## src/verilog/ucr_pkg.sv

```systemverilog
// shared constants and types for the uart command and readout block
package ucr_pkg;
    localparam int REG_COUNT = 5;
    localparam int BAUD_WIDTH = 16;
    localparam logic [15:0] DEFAULT_BIT_PERIOD = 16'h00D0;
    localparam logic [7:0] SYNC_BYTE = 8'h55;
    localparam logic [3:0] CMD_RDATA_HI = 4'h1;
    localparam logic [3:0] CMD_REGISTER_READ_CMD_HI = 4'h2;
    localparam logic [3:0] CMD_REGISTER_WRITE_CMD_HI = 4'h4;
    localparam logic [2:0] REG_GAIN = 3'h0;
    localparam logic [2:0] REG_RATE = 3'h1;
    localparam logic [2:0] REG_READOUT = 3'h2;
    localparam logic [2:0] REG_ROUTING = 3'h3;
    localparam logic [2:0] REG_PIN = 3'h4;
    localparam logic [7:0] REG_RESET = 8'h00;
    localparam int READY_BIT = 7;
    localparam int COUNT_EN_BIT = 6;
    localparam int INTEG_LSB = 4;
    localparam int TURBO_BIT = 4;
    localparam int AUTO_BIT = 0;
    localparam int PIN2_DIR_BIT = 6;
    localparam int PIN2_SEL_BIT = 3;
    localparam int PIN2_DAT_BIT = 2;
    localparam logic [7:0] READOUT_WMASK = 8'h7F;
    localparam logic [7:0] ROUTING_WMASK = 8'hFD;
    localparam logic [7:0] PIN_WMASK = 8'h7F;
    localparam logic [7:0] FULL_WMASK = 8'hFF;
    localparam logic [1:0] INTEG_NONE = 2'h0;
    localparam logic [1:0] INTEG_INVERT = 2'h1;
    localparam logic [1:0] INTEG_CRC = 2'h2;
    localparam logic [15:0] CRC_POLY = 16'h1021;
    localparam logic [15:0] CRC_INIT = 16'hFFFF;
    localparam int CLK_PERIOD_NS = 40;
    localparam int STOP_TOL_NORMAL = 4;
    localparam int STOP_TOL_TURBO = 8;

    typedef enum {RX_IDLE, RX_MEAS, RX_START, RX_BITS, RX_STOP} ucr_rx_type;
    typedef enum {P_SYNC, P_CMD, P_WDATA} ucr_proto_type;

    typedef struct packed {
        logic [23:0] data;
        logic [7:0] count;
        logic [3:0] len;
        logic cnt_en;
        logic [1:0] integ;
    } ucr_frame_type;

    typedef struct packed {
        logic [7:0] pin;
        logic [7:0] routing;
        logic [7:0] readout;
        logic [7:0] rate;
        logic [7:0] gain;
    } ucr_config_type;

    function automatic logic [3:0] ucr_frame_len(logic cnt_en,
                                                 logic [1:0] integ);
        logic [3:0] n;
        n = 4'h3 + {3'h0, cnt_en};
        if (integ == INTEG_INVERT) begin
            n = n + 4'h3 + {3'h0, cnt_en};
        end else if (integ == INTEG_CRC) begin
            n = n + 4'h2;
        end
        return n;
    endfunction
endpackage

```

## src/verilog/ucr_tx_shifter.sv

```systemverilog
// 8-n-1 byte transmitter at the measured bit period
`timescale 1ns/10ps
module ucr_tx_shifter import ucr_pkg::*; #(
    parameter int BAUD_W = BAUD_WIDTH
) (
    input wire logic i_clk, // system clock
    input wire logic i_reset_n, // async reset, active low
    input wire logic [BAUD_W-1:0] i_bit_per, // clocks per bit
    input wire logic i_valid, // byte offered
    input wire logic [7:0] i_byte, // byte to send
    output logic o_ready, // idle, byte taken on valid
    output logic o_tx // serial line, high at idle
);
    logic [9:0] sh;
    logic [3:0] bits;
    logic [BAUD_W-1:0] cnt;
    logic busy;
    logic [9:0] next_sh;
    logic [3:0] next_bits;
    logic [BAUD_W-1:0] next_cnt;
    logic next_busy;

    assign o_ready = !busy;
    assign o_tx = sh[0];

    always_comb begin
        next_sh = sh;
        next_bits = bits;
        next_cnt = cnt;
        next_busy = busy;
        if (!busy) begin
            if (i_valid) begin
                // start bit first, then data lsb first, then stop
                next_sh = {1'b1, i_byte, 1'b0};
                next_bits = 4'hA;
                next_cnt = '0;
                next_busy = 1'b1;
            end
        end else if (cnt == i_bit_per - 1'b1) begin
            next_cnt = '0;
            next_sh = {1'b1, sh[9:1]};
            next_bits = bits - 4'h1;
            if (bits == 4'h1) begin
                next_busy = 1'b0;
            end
        end else begin
            next_cnt = cnt + 1'b1;
        end
    end

    always_ff @(posedge i_clk or negedge i_reset_n) begin
        if (!i_reset_n) begin
            sh <= 10'h3FF;
            bits <= 4'h0;
            cnt <= '0;
            busy <= 1'b0;
        end else begin
            sh <= next_sh;
            bits <= next_bits;
            cnt <= next_cnt;
            busy <= next_busy;
        end
    end
endmodule // ucr_tx_shifter

```

## src/verilog/ucr_command_readout.sv

```systemverilog
// uart command interpreter, configuration bank and result readout
//
// Function
// RULE1: write command stores its data byte into the addressed register.
// RULE2: write to a missing register address is discarded, nothing changes.
// RULE3: host sends 55h sync byte before every command.
// RULE4: accepted write pulses filter reset and conversion restart.
// RULE5: commands act only after their bytes are latched.
// RULE6: bytes latched at stop detection, half a bit into stop.
// RULE7: stop detection error at most 4 clocks normal, 8 turbo.
// RULE8: manual readout on read-result command; automatic sends each result.
// RULE9: ready on pin 2 only with direction output and ready select set.
// RULE10: ready status bit sets when a new result is available.
// RULE11: result arriving mid-transmission leaves sent bytes untouched.
// RULE12: optional counter byte follows result, advances per conversion.
// RULE13: polling host reads at least once per conversion period.
// RULE14: integrity field selects check bytes right after data bytes.
// RULE15: crc option appends exactly two check bytes.
// RULE16: inverted option appends three bytes, four with counter.
// RULE17: five 8-bit registers, read and write any time.
// RULE18: all registers reset to zero.
// RULE19: registers kept unchanged through power-down.
// RULE20: every byte is 8-n-1, start low, stop high.
// RULE21: words least significant byte first, bytes lsb first; the crc word is sent high byte first.
// RULE22: read-result command loads the most recent result.
// RULE23: register 3 bit 0 selects automatic readout.
// RULE24: ready bit in register 2 is read-only.
`timescale 1ns/10ps
module ucr_command_readout import ucr_pkg::*; #(
    parameter int BAUD_W = BAUD_WIDTH
) (
    input wire logic I_CLK, // 25 MHz system clock
    input wire logic I_RESET_N, // async reset, active low
    input wire logic I_RX, // uart receive pin
    input wire logic I_CONV_DONE, // conversion finished, one cycle
    input wire logic [23:0] I_CONV_DATA, // result valid with done
    output logic O_TX, // uart transmit pin
    output logic O_PIN2, // pin 2 output level
    output logic O_PIN2_OE, // pin 2 output enable
    output logic O_FILTER_RESTART, // filter reset and restart, one cycle
    output ucr_config_type O_CONFIG // configuration bank
);
    logic rx_s1, rx_s2, rx_prev;
    ucr_rx_type rx_state, next_rx_state;
    ucr_proto_type proto, next_proto;
    logic [BAUD_W-1:0] cnt, next_cnt, bit_per, next_bit_per;
    logic [2:0] bitn, next_bitn, cmd_addr, next_cmd_addr;
    logic [7:0] shreg, next_shreg;
    logic byte_done;
    logic wr_fire, next_wr_fire, rd_req, next_rd_req;
    logic register_read_cmd_req, next_register_read_cmd_req;
    logic [7:0] wr_data, next_wr_data;

    logic [7:0] cfg [REG_COUNT];
    logic [7:0] next_cfg [REG_COUNT];
    logic [23:0] res_data, next_res_data;
    logic [7:0] res_cnt, next_res_cnt;

    ucr_frame_type frame, next_frame;
    logic frame_active, next_frame_active;
    logic [3:0] idx, next_idx;
    logic [15:0] crc, next_crc;
    logic pend_rd, next_pend_rd, pend_register_read_cmd, next_pend_register_read_cmd;
    logic pend_auto, next_pend_auto;
    logic [2:0] register_read_cmd_addr, next_register_read_cmd_addr;
    logic load_res, tx_ready, tx_fire;
    logic [7:0] tx_byte;

    logic auto_mode, turbo;
    assign auto_mode = cfg[REG_ROUTING][AUTO_BIT]; // [RULE23]
    assign turbo = cfg[REG_RATE][TURBO_BIT];

    function automatic logic [7:0] wmask(logic [2:0] a);
        case (a)
            REG_READOUT: wmask = READOUT_WMASK;
            REG_ROUTING: wmask = ROUTING_WMASK;
            REG_PIN: wmask = PIN_WMASK;
            default: wmask = FULL_WMASK;
        endcase
    endfunction

    function automatic logic [15:0] crc_step(logic [15:0] c, logic [7:0] b);
        logic [15:0] r;
        r = c ^ {b, 8'h00};
        for (int i = 0; i < 8; i++) begin
            r = r[15] ? ({r[14:0], 1'b0} ^ CRC_POLY) : {r[14:0], 1'b0};
        end
        return r;
    endfunction

    function automatic logic [7:0] data_byte(ucr_frame_type f,
                                             logic [3:0] j);
        case (j)
            4'h0: data_byte = f.data[7:0]; // [RULE21]
            4'h1: data_byte = f.data[15:8];
            4'h2: data_byte = f.data[23:16];
            default: data_byte = f.count;
        endcase
    endfunction

    // receiver and command decoder
    always_comb begin
        next_rx_state = rx_state;
        next_proto = proto;
        next_cnt = cnt + 1'b1;
        next_bit_per = bit_per;
        next_bitn = bitn;
        next_shreg = shreg;
        next_cmd_addr = cmd_addr;
        next_wr_data = wr_data;
        next_wr_fire = 1'b0;
        next_rd_req = 1'b0;
        next_register_read_cmd_req = 1'b0;
        byte_done = 1'b0;
        case (rx_state)
            RX_IDLE: begin
                next_cnt = '0;
                if (rx_prev && !rx_s2) begin
                    // sync start bit is exactly one host bit long
                    next_rx_state = (proto == P_SYNC) ? RX_MEAS : RX_START;
                end
            end
            RX_MEAS: begin
                if (rx_s2) begin
                    next_bit_per = cnt + 1'b1;
                    next_cnt = (cnt + 1'b1) >> 1;
                    next_bitn = '0;
                    next_rx_state = RX_BITS;
                end
            end
            RX_START: begin
                if (cnt == (bit_per >> 1) - 1'b1) begin
                    next_cnt = '0;
                    next_bitn = '0;
                    next_rx_state = rx_s2 ? RX_IDLE : RX_BITS;
                end
            end
            RX_BITS: begin
                if (cnt == bit_per - 1'b1) begin
                    next_cnt = '0;
                    next_shreg = {rx_s2, shreg[7:1]}; // [RULE21]
                    next_bitn = bitn + 3'h1;
                    if (bitn == 3'h7) begin
                        next_rx_state = RX_STOP;
                    end
                end
            end
            RX_STOP: begin
                // mid stop bit: one bit after the last data sample
                if (cnt == bit_per - 1'b1) begin // [RULE6] [RULE7]
                    next_rx_state = RX_IDLE;
                    byte_done = rx_s2; // [RULE20]
                    if (!rx_s2) begin
                        next_proto = P_SYNC;
                    end
                end
            end
            default: next_rx_state = RX_IDLE;
        endcase
        if (byte_done) begin // [RULE5]
            case (proto)
                P_SYNC: begin
                    if (shreg == SYNC_BYTE) begin // [RULE3]
                        next_proto = P_CMD;
                    end
                end
                P_CMD: begin
                    next_proto = P_SYNC;
                    next_cmd_addr = shreg[3:1];
                    if (shreg[7:4] == CMD_REGISTER_WRITE_CMD_HI) begin
                        next_proto = P_WDATA;
                    end else if (shreg[7:4] == CMD_REGISTER_READ_CMD_HI) begin
                        next_register_read_cmd_req = 1'b1;
                    end else if (shreg[7:4] == CMD_RDATA_HI) begin
                        next_rd_req = 1'b1;
                    end
                end
                P_WDATA: begin
                    next_proto = P_SYNC;
                    next_wr_data = shreg;
                    next_wr_fire = (cmd_addr < REG_COUNT); // [RULE1] [RULE2]
                end
                default: next_proto = P_SYNC;
            endcase
        end
    end

    always_ff @(posedge I_CLK or negedge I_RESET_N) begin
        if (!I_RESET_N) begin
            rx_s1 <= 1'b1;
            rx_s2 <= 1'b1;
            rx_prev <= 1'b1;
            rx_state <= RX_IDLE;
            proto <= P_SYNC;
            cnt <= '0;
            bit_per <= DEFAULT_BIT_PERIOD[BAUD_W-1:0];
            bitn <= '0;
            shreg <= '0;
            cmd_addr <= '0;
            wr_data <= '0;
            wr_fire <= 1'b0;
            rd_req <= 1'b0;
            register_read_cmd_req <= 1'b0;
        end else begin
            rx_s1 <= I_RX;
            rx_s2 <= rx_s1;
            rx_prev <= rx_s2;
            rx_state <= next_rx_state;
            proto <= next_proto;
            cnt <= next_cnt;
            bit_per <= next_bit_per;
            bitn <= next_bitn;
            shreg <= next_shreg;
            cmd_addr <= next_cmd_addr;
            wr_data <= next_wr_data;
            wr_fire <= next_wr_fire;
            rd_req <= next_rd_req;
            register_read_cmd_req <= next_register_read_cmd_req;
        end
    end

    // configuration bank and latest result
    always_comb begin
        next_cfg = cfg;
        next_res_data = res_data;
        next_res_cnt = res_cnt;
        if (wr_fire) begin // [RULE1] [RULE17] [RULE24]
            next_cfg[cmd_addr] = (wr_data & wmask(cmd_addr))
                | (cfg[cmd_addr] & ~wmask(cmd_addr));
        end
        if (load_res) begin
            next_cfg[REG_READOUT][READY_BIT] = 1'b0;
        end
        if (I_CONV_DONE) begin // set wins over clear [RULE10]
            next_cfg[REG_READOUT][READY_BIT] = 1'b1;
            next_res_data = I_CONV_DATA;
            next_res_cnt = res_cnt + 8'h01; // [RULE12]
        end
    end

    // only reset clears the bank; power-down leaves it alone [RULE19]
    always_ff @(posedge I_CLK or negedge I_RESET_N) begin
        if (!I_RESET_N) begin
            for (int i = 0; i < REG_COUNT; i++) begin
                cfg[i] <= REG_RESET; // [RULE18]
            end
            res_data <= '0;
            res_cnt <= '0;
        end else begin
            cfg <= next_cfg;
            res_data <= next_res_data;
            res_cnt <= next_res_cnt;
        end
    end

    // readout framing
    always_comb begin
        logic [3:0] n_data;
        logic [3:0] k;
        n_data = 4'h3 + {3'h0, frame.cnt_en};
        k = idx - n_data;
        next_frame = frame;
        next_frame_active = frame_active;
        next_idx = idx;
        next_crc = crc;
        next_pend_rd = pend_rd | rd_req;
        next_pend_register_read_cmd = pend_register_read_cmd | register_read_cmd_req;
        next_register_read_cmd_addr = register_read_cmd_req ? cmd_addr : register_read_cmd_addr;
        next_pend_auto = pend_auto | (I_CONV_DONE & auto_mode); // [RULE8]
        load_res = 1'b0;
        if (idx < n_data) begin
            tx_byte = data_byte(frame, idx); // [RULE14]
        end else if (frame.integ == INTEG_INVERT) begin
            tx_byte = ~data_byte(frame, k); // [RULE16]
        end else begin
            tx_byte = (k == 4'h0) ? crc[15:8] : crc[7:0]; // [RULE15]
        end
        if (tx_fire) begin
            if (idx < n_data) begin
                next_crc = crc_step(crc, tx_byte);
            end
            next_idx = idx + 4'h1;
            if (idx == frame.len - 4'h1) begin
                next_frame_active = 1'b0;
            end
        end
        // snapshot is fixed while it is sent [RULE11]
        if (!frame_active) begin
            next_idx = '0;
            next_crc = CRC_INIT;
            if (pend_register_read_cmd) begin
                next_pend_register_read_cmd = register_read_cmd_req;
                next_frame_active = 1'b1;
                next_frame = '0;
                next_frame.len = 4'h1;
                if (register_read_cmd_addr < REG_COUNT) begin
                    next_frame.data[7:0] = cfg[register_read_cmd_addr];
                end
            end else if (pend_rd || pend_auto) begin // [RULE22]
                // a request arriving in the load cycle stays pending
                next_pend_rd = rd_req;
                next_pend_auto = I_CONV_DONE & auto_mode; // [RULE8]
                load_res = 1'b1;
                next_frame_active = 1'b1;
                next_frame.data = res_data;
                next_frame.count = res_cnt;
                next_frame.cnt_en = cfg[REG_READOUT][COUNT_EN_BIT];
                next_frame.integ = cfg[REG_READOUT][INTEG_LSB +: 2];
                next_frame.len = ucr_frame_len(next_frame.cnt_en,
                                               next_frame.integ);
            end
        end
    end

    always_ff @(posedge I_CLK or negedge I_RESET_N) begin
        if (!I_RESET_N) begin
            frame <= '0;
            frame_active <= 1'b0;
            idx <= '0;
            crc <= CRC_INIT;
            pend_rd <= 1'b0;
            pend_register_read_cmd <= 1'b0;
            pend_auto <= 1'b0;
            register_read_cmd_addr <= '0;
        end else begin
            frame <= next_frame;
            frame_active <= next_frame_active;
            idx <= next_idx;
            crc <= next_crc;
            pend_rd <= next_pend_rd;
            pend_register_read_cmd <= next_pend_register_read_cmd;
            pend_auto <= next_pend_auto;
            register_read_cmd_addr <= next_register_read_cmd_addr;
        end
    end

    assign tx_fire = frame_active & tx_ready;

    ucr_tx_shifter #(.BAUD_W(BAUD_W)) u_tx (
        .i_clk(I_CLK),
        .i_reset_n(I_RESET_N),
        .i_bit_per(bit_per),
        .i_valid(frame_active),
        .i_byte(tx_byte),
        .o_ready(tx_ready),
        .o_tx(O_TX)
    );

    // pin 2 shows ready (active low) only when routed there [RULE9]
    always_comb begin
        O_PIN2_OE = cfg[REG_PIN][PIN2_DIR_BIT];
        O_PIN2 = cfg[REG_PIN][PIN2_SEL_BIT]
            ? !cfg[REG_READOUT][READY_BIT] : cfg[REG_PIN][PIN2_DAT_BIT];
    end

    assign O_FILTER_RESTART = wr_fire; // [RULE4]
    assign O_CONFIG = {cfg[REG_PIN], cfg[REG_ROUTING], cfg[REG_READOUT],
                       cfg[REG_RATE], cfg[REG_GAIN]};

    // cycles since the start edge, for the stop timing check
    logic [BAUD_W+3:0] since, stop_nom, stop_tol;
    // stop middle is nominally nine and a half bits after the start edge
    assign stop_nom = ({4'h0, bit_per} << 3) + {4'h0, bit_per}
        + {5'h0, bit_per[BAUD_W-1:1]};
    assign stop_tol = turbo ? (BAUD_W+4)'(STOP_TOL_TURBO)
        : (BAUD_W+4)'(STOP_TOL_NORMAL); // [RULE7]
    always_ff @(posedge I_CLK or negedge I_RESET_N) begin
        if (!I_RESET_N) begin
            since <= '0;
        end else if (rx_state == RX_IDLE && next_rx_state != RX_IDLE) begin
            since <= '0;
        end else begin
            since <= since + 1'b1;
        end
    end
endmodule // ucr_command_readout

```

## config.mk

```make
export PLATFORM = sky130hd
export DESIGN_NAME = ucr_command_readout
export DESIGN_NICKNAME = d
export VERILOG_FILES = /design/src/verilog/ucr_pkg.sv /design/src/verilog/ucr_tx_shifter.sv /design/src/verilog/ucr_command_readout.sv
export SDC_FILE = /design/constraint.sdc
export NUM_CORES = 1
export LEC_CHECK = 0
export ABC_AREA = 1
export BUFFER_PORTS_ARGS = -buffer_cell sky130_fd_sc_hd__buf_2
export CAP_MARGIN = 20
export CELL_PAD_IN_SITES_DETAIL_PLACEMENT = 1
export CELL_PAD_IN_SITES_GLOBAL_PLACEMENT = 2
export CORE_UTILIZATION = 37
export DETAILED_ROUTE_END_ITERATION = 6
export HOLD_SLACK_MARGIN = 0.03
export PLACE_DENSITY_LB_ADDON = 0.1
export SLEW_MARGIN = 0
export SYNTH_ARGS = -nofsm -noshare
export SYNTH_HDL_FRONTEND = slang
export SYNTH_SLANG_ARGS = --single-unit
```

## constraint.sdc

```tcl
create_clock -name I_CLK -period 3.9 [get_ports I_CLK]
set_input_delay 0.585 -clock I_CLK [delete_from_list [all_inputs] [get_ports I_CLK]]
set_output_delay 0.585 -clock I_CLK [all_outputs]
set_load 0.005 [all_outputs]
```

After elaboration in Yosys (flattened, before gate mapping)
Cells that the tools add are included.
W data, S select, Z words.
{"block": "op_classes", "addsub": 15, "n_lt_le_gt_ge": 6, "eq_ne": 35, "mux": 106, "bitwise": 22, "n_reduce_logical": 25}
{"op": "$mux W32", "count": 11}
{"op": "$pmux W32 S5", "count": 1}
{"op": "$mux W16", "count": 9}
{"op": "$mux W13", "count": 8}
{"op": "$eq A32 B2 Y1 const B", "count": 3}
{"op": "$logic_not A32 Y1", "count": 3}
{"op": "$mux W8", "count": 12}
{"op": "$mux W39", "count": 2}
{"op": "$eq A32 B1 Y1 const B", "count": 2}
{"op": "$pmux W16 S4", "count": 1}
{"op": "$pmux W32 S2", "count": 1}
{"op": "$bmux W8 S3", "count": 2}
{"op": "$eq A16 B16 Y1", "count": 3}
{"op": "$pmux W8 S3", "count": 2}
{"op": "$bwmux W40", "count": 1}
{"op": "$mux W1", "count": 36}
{"op": "$add A16 B1 Y16 const B", "count": 2}
{"op": "$eq A32 B3 Y1 const B", "count": 1}
{"op": "$mux W10", "count": 3}
{"op": "$mux W4", "count": 7}
{"op": "$demux W8 S3", "count": 1}
{"op": "$mux W24", "count": 1}
{"op": "$not A3 Y3", "count": 8}
{"op": "$and A8 B8 Y8", "count": 2}
{"op": "other kinds (46)", "count": 87}
{"block": "totals", "register_bits": 293, "inputBits": 28, "out_inout_bits": 44, "elab_cells": 247}

Depth between registers and ports, before layout
Gate-level depths: netlist (run 1).
{"block": "logic_depth", "word_depth": 29, "mapped_depth": 23, "mapped_depth_nobuf": 22}

By module
A second synthesis (run 1) with hierarchy kept.
{"block": "hier_totals", "hier_cells": 1910, "hier_area_um2": 14976.9}
{"mod": "ucr_command_readout", "n_inst": 1, "cells_each": 1549, "area_each_um2": 12490.7, "seq_area_each_um2": 5858.1}
{"mod": "ucr_tx_shifter", "n_inst": 1, "cells_each": 361, "area_each_um2": 2486.1, "seq_area_each_um2": 762.0}

Least setup slack after synthesis (run 1)
No wires, ideal clock.
{"block": "synth_timing", "path_type": "register to register", "start": "register idx[0]", "end": "register crc[14]", "setup_ns": 0.073, "t_arrival_ns": 2.826, "required_ns": 3.827, "setup_slack_ns": 1.001, "stages_incl_launch_ff": 20, "path_buffers": 1, "period_less_slack_ns": 2.899, "path_cell_list": "dfrtp_1 > inv_1 > ha_1 > inv_1 > fa_1 > nor2_1 > nand4_1 > buf_2 > o211ai_1 > nand2_1 > nand2_1 > nand2_1 > nand2_1 > nand2_1 > nand2_1 > nand2_1 > nand2_1 > nand3_1 > nand2_1 > inv_1"}
{"block": "synth_between", "elab_chain_cells": 16, "word_cells_on_any_way": 26, "classes_between": "add/sub (1); order compare (1); eq/ne (5); mux (13); bitwise (3); reduce/logical (3)"}
{"item": "from (decl)", "line": "ucr_command_readout.sv:61", "text": "logic [3:0] idx, next_idx;"}
{"item": "from (signal assigned)", "line": "ucr_command_readout.sv:328", "text": "idx <= next_idx;"}
{"item": "$sub A4 B3 Y4", "line": "ucr_command_readout.sv:261", "text": "k = idx - n_data;"}
{"item": "$eq A4 B2 Y1, or another cell as far along", "line": "ucr_command_readout.sv:93", "text": "case (j)"}
{"item": "$pmux W8 S3", "line": "ucr_command_readout.sv:93"}
{"item": "$mux W8", "line": "ucr_command_readout.sv:273", "text": "end else if (frame.integ == INTEG_INVERT) begin"}
{"item": "$mux W8", "line": "ucr_command_readout.sv:271", "text": "if (idx < n_data) begin"}
{"item": "$not A8 Y8", "line": "ucr_command_readout.sv:274", "text": "tx_byte = ~data_byte(frame, k);"}
{"item": "$mux W8", "line": "ucr_command_readout.sv:273"}
{"item": "$mux W8", "line": "ucr_command_readout.sv:271"}
{"item": "$xor A16 B16 Y16", "line": "ucr_command_readout.sv:84", "text": "r = c ^ {b, 8'h00};"}
{"item": "$mux W13", "line": "ucr_command_readout.sv:86", "text": "r = r[15] ? ({r[14:0], 1'b0} ^ CRC_POLY) : {r[14:0], 1'b0};"}
{"item": "$not A3 Y3 (no source line)"}
{"item": "$mux W13 (2 in a row)", "line": "ucr_command_readout.sv:86"}
{"item": "$mux W16", "line": "ucr_command_readout.sv:279", "text": "if (idx < n_data) begin"}
{"item": "$mux W16", "line": "ucr_command_readout.sv:278", "text": "if (tx_fire) begin"}
{"item": "$mux W16", "line": "ucr_command_readout.sv:288", "text": "if (!frame_active) begin"}
{"item": "to (signal assigned)", "line": "ucr_command_readout.sv:329", "text": "crc <= next_crc;"}
{"item": "to (decl)", "line": "ucr_command_readout.sv:62", "text": "logic [15:0] crc, next_crc;"}
Parallel ways exist; a longest one is shown, timed or not. The select of a mux whose other input is x is not followed.
A chain may end at the register's enable or synchronous reset.

Worst setup path in the final report (run 1)
{"block": "layout_timing", "start": "register idx[0]", "end": "register crc[8]"}
{"block": "layout_between", "elab_chain_cells": 18, "word_cells_on_any_way": 28, "classes_between": "add/sub (1); order compare (1); eq/ne (5); mux (15); bitwise (3); reduce/logical (3)"}
{"item": "$sub A4 B3 Y4", "line": "ucr_command_readout.sv:261"}
{"item": "$eq A4 B2 Y1, or another cell as far along", "line": "ucr_command_readout.sv:93"}
{"item": "$pmux W8 S3", "line": "ucr_command_readout.sv:93"}
{"item": "$mux W8", "line": "ucr_command_readout.sv:273"}
{"item": "$mux W8", "line": "ucr_command_readout.sv:271"}
{"item": "$not A8 Y8", "line": "ucr_command_readout.sv:274"}
{"item": "$mux W8", "line": "ucr_command_readout.sv:273"}
{"item": "$mux W8", "line": "ucr_command_readout.sv:271"}
{"item": "$xor A16 B16 Y16", "line": "ucr_command_readout.sv:84"}
{"item": "$not A3 Y3 (no source line)"}
{"item": "$mux W13 (5 in a row)", "line": "ucr_command_readout.sv:86"}
{"item": "$mux W16", "line": "ucr_command_readout.sv:279"}
{"item": "$mux W16", "line": "ucr_command_readout.sv:278"}
{"item": "$mux W16", "line": "ucr_command_readout.sv:288"}
Parallel ways exist; a longest one is shown, timed or not. The select of a mux whose other input is x is not followed.

==> key figures, run 1 <==
Worst setup path
  • CP delay by family, top: simple AND/OR/NAND/NOR gates
  • Chain of cells forming the critical path: inv_1 -> ha_1 -> inv_1 -> fa_1 -> xnor2_1 -> nand2_1 -> nor2_1 -> buf_4 -> nand2_2 -> a21oi_1 -> o21ai_0 -> nand2_1 -> nand2_1 -> nand2_1 -> nand2_1 -> nand2_1 -> nand2_1 -> nand3_1 -> nand3_1 -> nand2_1 -> inv_1
  • CP endpoint kind: flop
  • FF-to-FF Start: idx[0]
  • Buf/Inv on CP: 4
  • CP Launch Type: flop
  • Reg2reg end: crc[8]
  • Type of the worst setup path: flop to flop
  • Arr. time, crit path: slightly below 4 ns
  • Setup slack, reg-to-reg: around 0.45 ns
  • FF-to-FF path depth: 21
  • Slowest CP cell: dfrtp_1
  • Peak per-stage delay on the critical path: between 0.4 and 0.5 ns
  • CP required: 4.37 ns
  • CP dominant cell by count: nand2_1
  • Critical Path Fanout Max: 20

Synth
  • Syn_area_per_cell: roughly 8 um2
  • Top_reg_cell synth: dfrtp_1
  • Post-synthesis net count: around 1,800
  • Count leader, synth: nand2_1
  • Sequential fraction of the synthesis area: 0.466
  • Cell Area, Synth: ~14,000 um2
  • Post-Synthesis Cells: 1,794
  • FFs w/ async S/R, synth: 1.00
  • Post-synth EDFFs: 0
  • Seq cells post-synth: about 260
  • Yosys warns: 0
  • Post-synth top cells: 432 x nand2_1, 232 x dfrtp_1, 218 x inv_1
  • Yosys cell types: 56
  • Synth top area share: 0.409
  • Largest area contributor in the netlist: dfrtp_1
  • Synth top area cells: dfrtp_1 41%, nand2_1 11%, o21ai_0 5.9%

Detailed routing
  • Post-DRT Antenna Nets: 0
  • Drt initial violations: 591
  • WL/cell: between 15 and 20 um
  • DRC Markers: 0
  • Final WL: roughly 42,000 um
  • Drt pass-1 iters: 5
  • Routed via count: around 12,000
  • Vias per cell: between 5 and 6

Clock tree
  • Max Buffers Root-to-Sink: 3
  • Resize count post-CTS: 0
  • CTS tree: built
  • Hold_buf cts: 0
  • Worst-path clk slew: around 0.05 ns
  • Clock Latency Late Sink: 0.54 ns
  • Num CTS Buffers: 34
  • CTS root buffer: clkbuf_16
  • Clock sinks: ~260
  • CTS HTree Levels: 2
  • # Post-CTS Setup Buffers: 0

Final layout
  • Ant. Diodes: 0
  • Synthesis-to-finish area growth: 14.5%
  • Layout cells sized above 1: 0.116
  • Final nets: 1,905
  • Fin util: 0.431
  • Design area: about 16,000 um2

Placement
  • Dpl ws: ~0.48 ns
  • DP Wirelength: 30,900 um
  • Placer congestion estimate: about 0.89
  • I/O Buffers: 71
  • Placed Area: about 15,000 um2

Global routing
  • Total GRT Usage: 0.222
  • Initial antenna violation count: 0
  • Largest net degree at the start of global routing: 93
  • Vias in the first global route: between 10,000 and 15,000
  • Gr ovfl total: 0
  • Global-route wire length before repair: roughly 69,000 um

STA
  • Endpoints failing hold: 0
  • Relative slew slack: 0.374
  • Setup WS post-layout: approximately 0.45 ns
  • Worst-Margin Slew: about 0.94 ns
  • Period minus WS final: roughly 3.4 ns
  • Setup-failing EPs final: 0
  • Peak Freq: ~290 MHz
  • Final Max Slew Viols: 0
  • Layout Skew: 0.0130 ns
  • RSZ-0062 raised after global routing: no
  • Fin crit share: 0.884
  • TNS Setup: 0 ns

Floorplan
  • Row count: 71
  • Die Footprint: 39,200 um2
  • CORE AREA: ~38,000 um2
  • Initial Util: 0.376
  • I/O pin cnt: between 70 and 80
  • Die height: 198 um
  • Die Width: about 200 um

Job
  • Maxcap violations: 0

Run status
  • Status: finished, final reports clean

Power and ir drop
  • Max VDD drop: roughly 0.00034 V
  • Leakage: 7.90 nW
  • Power density cells: around 520 nW/um2

Min path
  • Hold crit path type: primary input to async pin
cell usage in the layout (no fill, tap or decap), types with 9 or more instances in the layout:
| master | count |
|---|---|
| xnor2_1 | 11 |
| nor3_1 | 19 |
| clkbuf_1 | 9 |
| nor2_1 | 140 |
| nand4_1 | 27 |
| buf_4 | 16 |
| o31ai_1 | 30 |
| xor2_1 | 64 |
| ha_1 | 18 |
| inv_1 | 218 |
| dfstp_2 | 31 |
| o22ai_1 | 33 |
| nand3_1 | 124 |
| dfrtp_1 | 232 |
| buf_2 | 70 |
| nor4_1 | 13 |
| o21ai_0 | 167 |
| o211ai_1 | 32 |
| nand2_1 | 432 |
| a21oi_1 | 37 |
| clkbuf_16 | 35 |
| o21ai_1 | 14 |
report_power, final:
group / internal, W / leakage, nW / switching, W
sequential: 0.00294 / 3.35 / 0.000173
combinational: 0.000780 / 4.00 / 0.00146
clock: 0.00191 / 0.555 / 0.00126
routing by layer:
layer	vias up	routed length [um]	global-route usage
li1	6030	-	-
met3	63	1160	0.0255
met2	154	20500	0.373
met4	0	1120	0.0778
met1	5983	19400	0.294
met5	-	0	0
per-stage QoR:
step	hold slack, ns	power [W]	instances
global placement	0.346	0.00537	2332
CTS	0.0914	0.00865	2394
finish	0.0784	0.00852	2395
global route	0.124	0.00906	2395
floorplan	0.289	0.00481	1794
detailed placement	0.350	0.00541	2332
area by class of cell:
class / instances / area [um2]
Multi-Input combinational cell: 1242 / 6480
Inverter: 227 / 852
Clock buffer: 50 / 992
Clock inverter: 12 / 135
Sequential cell: 263 / 6620
Tap cell: 511 / 639
Fill cell: 4614 / 21500
Timing Repair Buffer: 90 / 553
flip-flops by register name, summed over array words and instances (netlist names), 9 cells and up:
name	flops
O_CONFIG	40
bit_per	16
cnt	16
crc	16
frame	39
proto	32
res_data	24
u_tx.cnt	16
u_tx.sh	9
worst reg2reg max path: stages, from the launching register on:
cell     delay [ns]
dfrtp_1        0.43
inv_1          0.18
ha_1           0.17
inv_1          0.06
fa_1           0.40
xnor2_1        0.20
nand2_1        0.07
nor2_1         0.09
buf_4          0.24
nand2_2        0.17
a21oi_1        0.19
o21ai_0        0.13
nand2_1        0.08
nand2_1        0.14
nand2_1        0.13
nand2_1        0.09
nand2_1        0.19
nand2_1        0.14
nand3_1        0.11
nand3_1        0.08
nand2_1        0.07
inv_1          0.04
cell families (layout without fill, tap and decap cells):
kind of cell | count (synthesis) | in the layout | share of synthesized area
adders and majority gates | 19 | 19 | 0.0173
AOI/OAI and AO/OA | 344 | 344 | 0.142
muxes | 3 | 3 | 0.00229
buffers and inverters | 289 | 379 | 0.0786
xor gates and xnor gates | 80 | 80 | 0.0527
DFF | 263 | 263 | 0.466
and+or+nand+nor | 796 | 796 | 0.242
worst max path at each step:
| stage | slack (ns) | end | startpoint | depth (start not counted) |
|---|---|---|---|---|
| floorplan | 1.00 | crc[14] | idx[0] | 19 |
| global placement | 0.58 | crc[15] | idx[0] | 21 |
| detailed placement | 0.48 | crc[8] | idx[0] | 21 |
| CTS | 0.46 | crc[8] | idx[0] | 21 |
| global route | 0.14 | crc[12] | idx[0] | 22 |
| finish | 0.45 | crc[8] | idx[0] | 21 |
Power figures use the tool's default switching activity.
==> inputs of run 2 (changes only) <==
- CELL_PAD_IN_SITES_DETAIL_PLACEMENT: 1 -> 0
- CELL_PAD_IN_SITES_GLOBAL_PLACEMENT: 2 -> 1
- CORE_MARGIN: unset -> 3
- CORE_UTILIZATION: 37 -> 47
==> run 2 against run 1 <==
  * Non-clock buffer count is 2 lower
  * Sequential power hardly changed
  * Wire length is 11% lower
  * Flip-flop and latch count stayed put
  * Final cell count is 5.4% lower
  * Largest power group is now sequential cells
  * First-iteration DRC count is 64% higher
  * Critical path depth is 1 lower
  * Setup slack worse by 0.060 ns
  * Combinational power is 3% lower
==> key figures, run 2 (synthesis results as in run 1) <==
Power and ir drop
  • Leakage: just under 8 nW
  • Seq pwr share: 0.379
  • Max VDD drop: 0.000465 V
  • Cell Int Power: 0.00552 W
  • Psw: about 0.0027 W
  • Logic pwr share: 0.263
  • Switch share: 0.329
  • Clock power frac: 0.358
  • Power density cells: roughly 510 nW/um2
  • Pwr Total: a little over 0.008 W

Floorplan
  • CORE AREA: around 30,000 um2
  • Die Footprint: between 30,000 and 40,000 um2
  • Row count: 63
  • Die Width: about 180 um
  • Initial Util: 0.478
  • I/O pin cnt: between 70 and 80
  • Die height: 180 um

Worst setup path
  • CP Launch Type: flop
  • FF-to-FF Start: idx[0]
  • CP required: between 4 and 5 ns
  • Critical Path Fanout Max: 9
  • Arr. time, crit path: 4.00 ns
  • CP endpoint kind: flop
  • Reg2reg end: crc[15]
  • Crit. Startpoint: idx[0]
  • Type of the worst setup path: flop to flop
  • Setup slack, reg-to-reg: about 0.39 ns
  • FF-to-FF path depth: 20

Final layout
  • FF/Latch Area: 6620 um2
  • Ant. Diodes: 0
  • Final nets: 1,899
  • Finished Layout Cells: between 2,000 and 2,500
  • Max FFs per register: 40
  • Synthesis-to-finish area growth: 12.6%
  • Multi-input logic area: approximately 6500 um2
  • Design area: around 16,000 um2
  • Commonest non-fill, non-tap cell in the layout: nand2_1
  • Most frequent cells in the layout: 432 x nand2_1, 232 x dfrtp_1, 218 x inv_1, 167 x o21ai_0, 140 x nor2_1
  • Layout cells sized above 1: 0.114
  • Fillers: 2,888

STA
  • Endpoints failing hold: 0
  • RSZ-0062 raised after global routing: no
  • Min Hold Slack: roughly 0.064 ns
  • Period minus WS final: roughly 3.5 ns
  • Final Max Slew Viols: 0
  • TNS Setup: 0 ns
  • Peak Freq: roughly 280 MHz
  • Worst-Margin Slew: about 1.1 ns
  • Setup-failing EPs final: 0
  • Layout Skew: slightly above 0.009 ns
  • Fin crit share: 0.900
  • Relative slew slack: 0.272

Clock tree
  • # Post-CTS Setup Buffers: 0
  • CTS tree: built
  • Clock sinks: 263
  • Hold_buf cts: 0
  • Num CTS Buffers: 30
  • CTS root buffer: clkbuf_16
  • Clock Latency Late Sink: 0.55 ns
  • Worst-path clk slew: about 0.060 ns
  • Resize count post-CTS: 0
  • CTS HTree Levels: 1
  • Max Buffers Root-to-Sink: 3

Global routing
  • Global-route wire length before repair: a little over 60,000 um
  • Total GRT Usage: 0.228
  • Gr ovfl total: 0
  • Vias in the first global route: between 10,000 and 15,000
  • Initial antenna violation count: 0
  • Largest net degree at the start of global routing: 90

Placement
  • Placed Area: ~15,000 um2
  • Placed Cells: about 2,200
  • Placer congestion estimate: roughly 0.89
  • DP Wirelength: 27,200 um
  • I/O Buffers: around 70

Detailed routing
  • Drt initial violations: between 900 and 1,000
  • Vias per cell: around 5.3
  • Post-DRT Antenna Nets: 0
  • Drt pass-1 iters: 6
  • Routed via count: approximately 12,000
  • WL/cell: ~17 um
  • DRC Markers: 0
  • Final WL: about 37,000 um

Run status
  • Status: finished, final reports clean

Min path
  • Hold crit path type: primary input to async pin

Job
  • Maxcap violations: 0
run 2: cell types whose count changed in the layout (fill, tap and decap cells not counted), sizes merged:
cell      previous run  this run
bufinv               2         3
clkinv              13        10
inv                223       224
buf                 90        88
clkinvlp             1         0
clkbuf              50        46
run 2: critical path, stage by stage, from the launching register on:
cell	delay, ns
dfrtp_1	0.42
inv_1	0.16
ha_1	0.16
inv_1	0.06
fa_1	0.39
xnor2_1	0.19
nand2_1	0.08
nor2_1	0.50
nand2_2	0.25
a21oi_1	0.21
o21ai_0	0.14
nand2_1	0.08
nand2_1	0.10
nand2_1	0.11
nand2_1	0.07
nand2_1	0.15
nand2_1	0.12
nand3_1	0.08
nand3_1	0.08
nand2_1	0.06
inv_1	0.04
run 2: layout make-up:
class                           instances  area share
Clock buffer                           46      0.0576
Clock inverter                         10     0.00813
Inverter                              227      0.0532
Multi-Input combinational cell       1242       0.405
Sequential cell                       263       0.414
Tap cell                              390      0.0305
Timing Repair Buffer                   88      0.0324
run 2: routing by layer:
layer | vias up | track usage | part of all wire
li1 | 6044 | - | -
met1 | 5743 | 0.317 | 0.46
met2 | 237 | 0.376 | 0.47
met3 | 83 | 0.0251 | 0.033
met4 | 0 | 0.0736 | 0.036
met5 | - | 0 | 0
run 2: power groups by stage:
stage          logic (W)  registers, W  clock network [W]
6_report         0.00217       0.00312            0.00295
5_1_grt          0.00245       0.00314            0.00315
4_1_cts          0.00219       0.00312            0.00303
3_5_place_dp     0.00217       0.00316                  0
3_3_place_gp     0.00214       0.00316                  0
2_1_floorplan    0.00170       0.00310                  0
run 2: worst max-delay path by stage:
stage,to,cells past startpoint
after global placement,crc[8],20
final,crc[15],20
after detailed placement,crc[8],20
after global routing,crc[15],20
after floorplan,crc[14],19
after CTS,crc[8],20
run 2: stage by stage:
step / util / worst slack [ns]
finish: 0.539 / 0.391
global route: 0.539 / 0.0142
CTS: 0.539 / 0.460
detailed placement: 0.503 / 0.468
global placement: 0.503 / 0.558
floorplan: - / 1.00
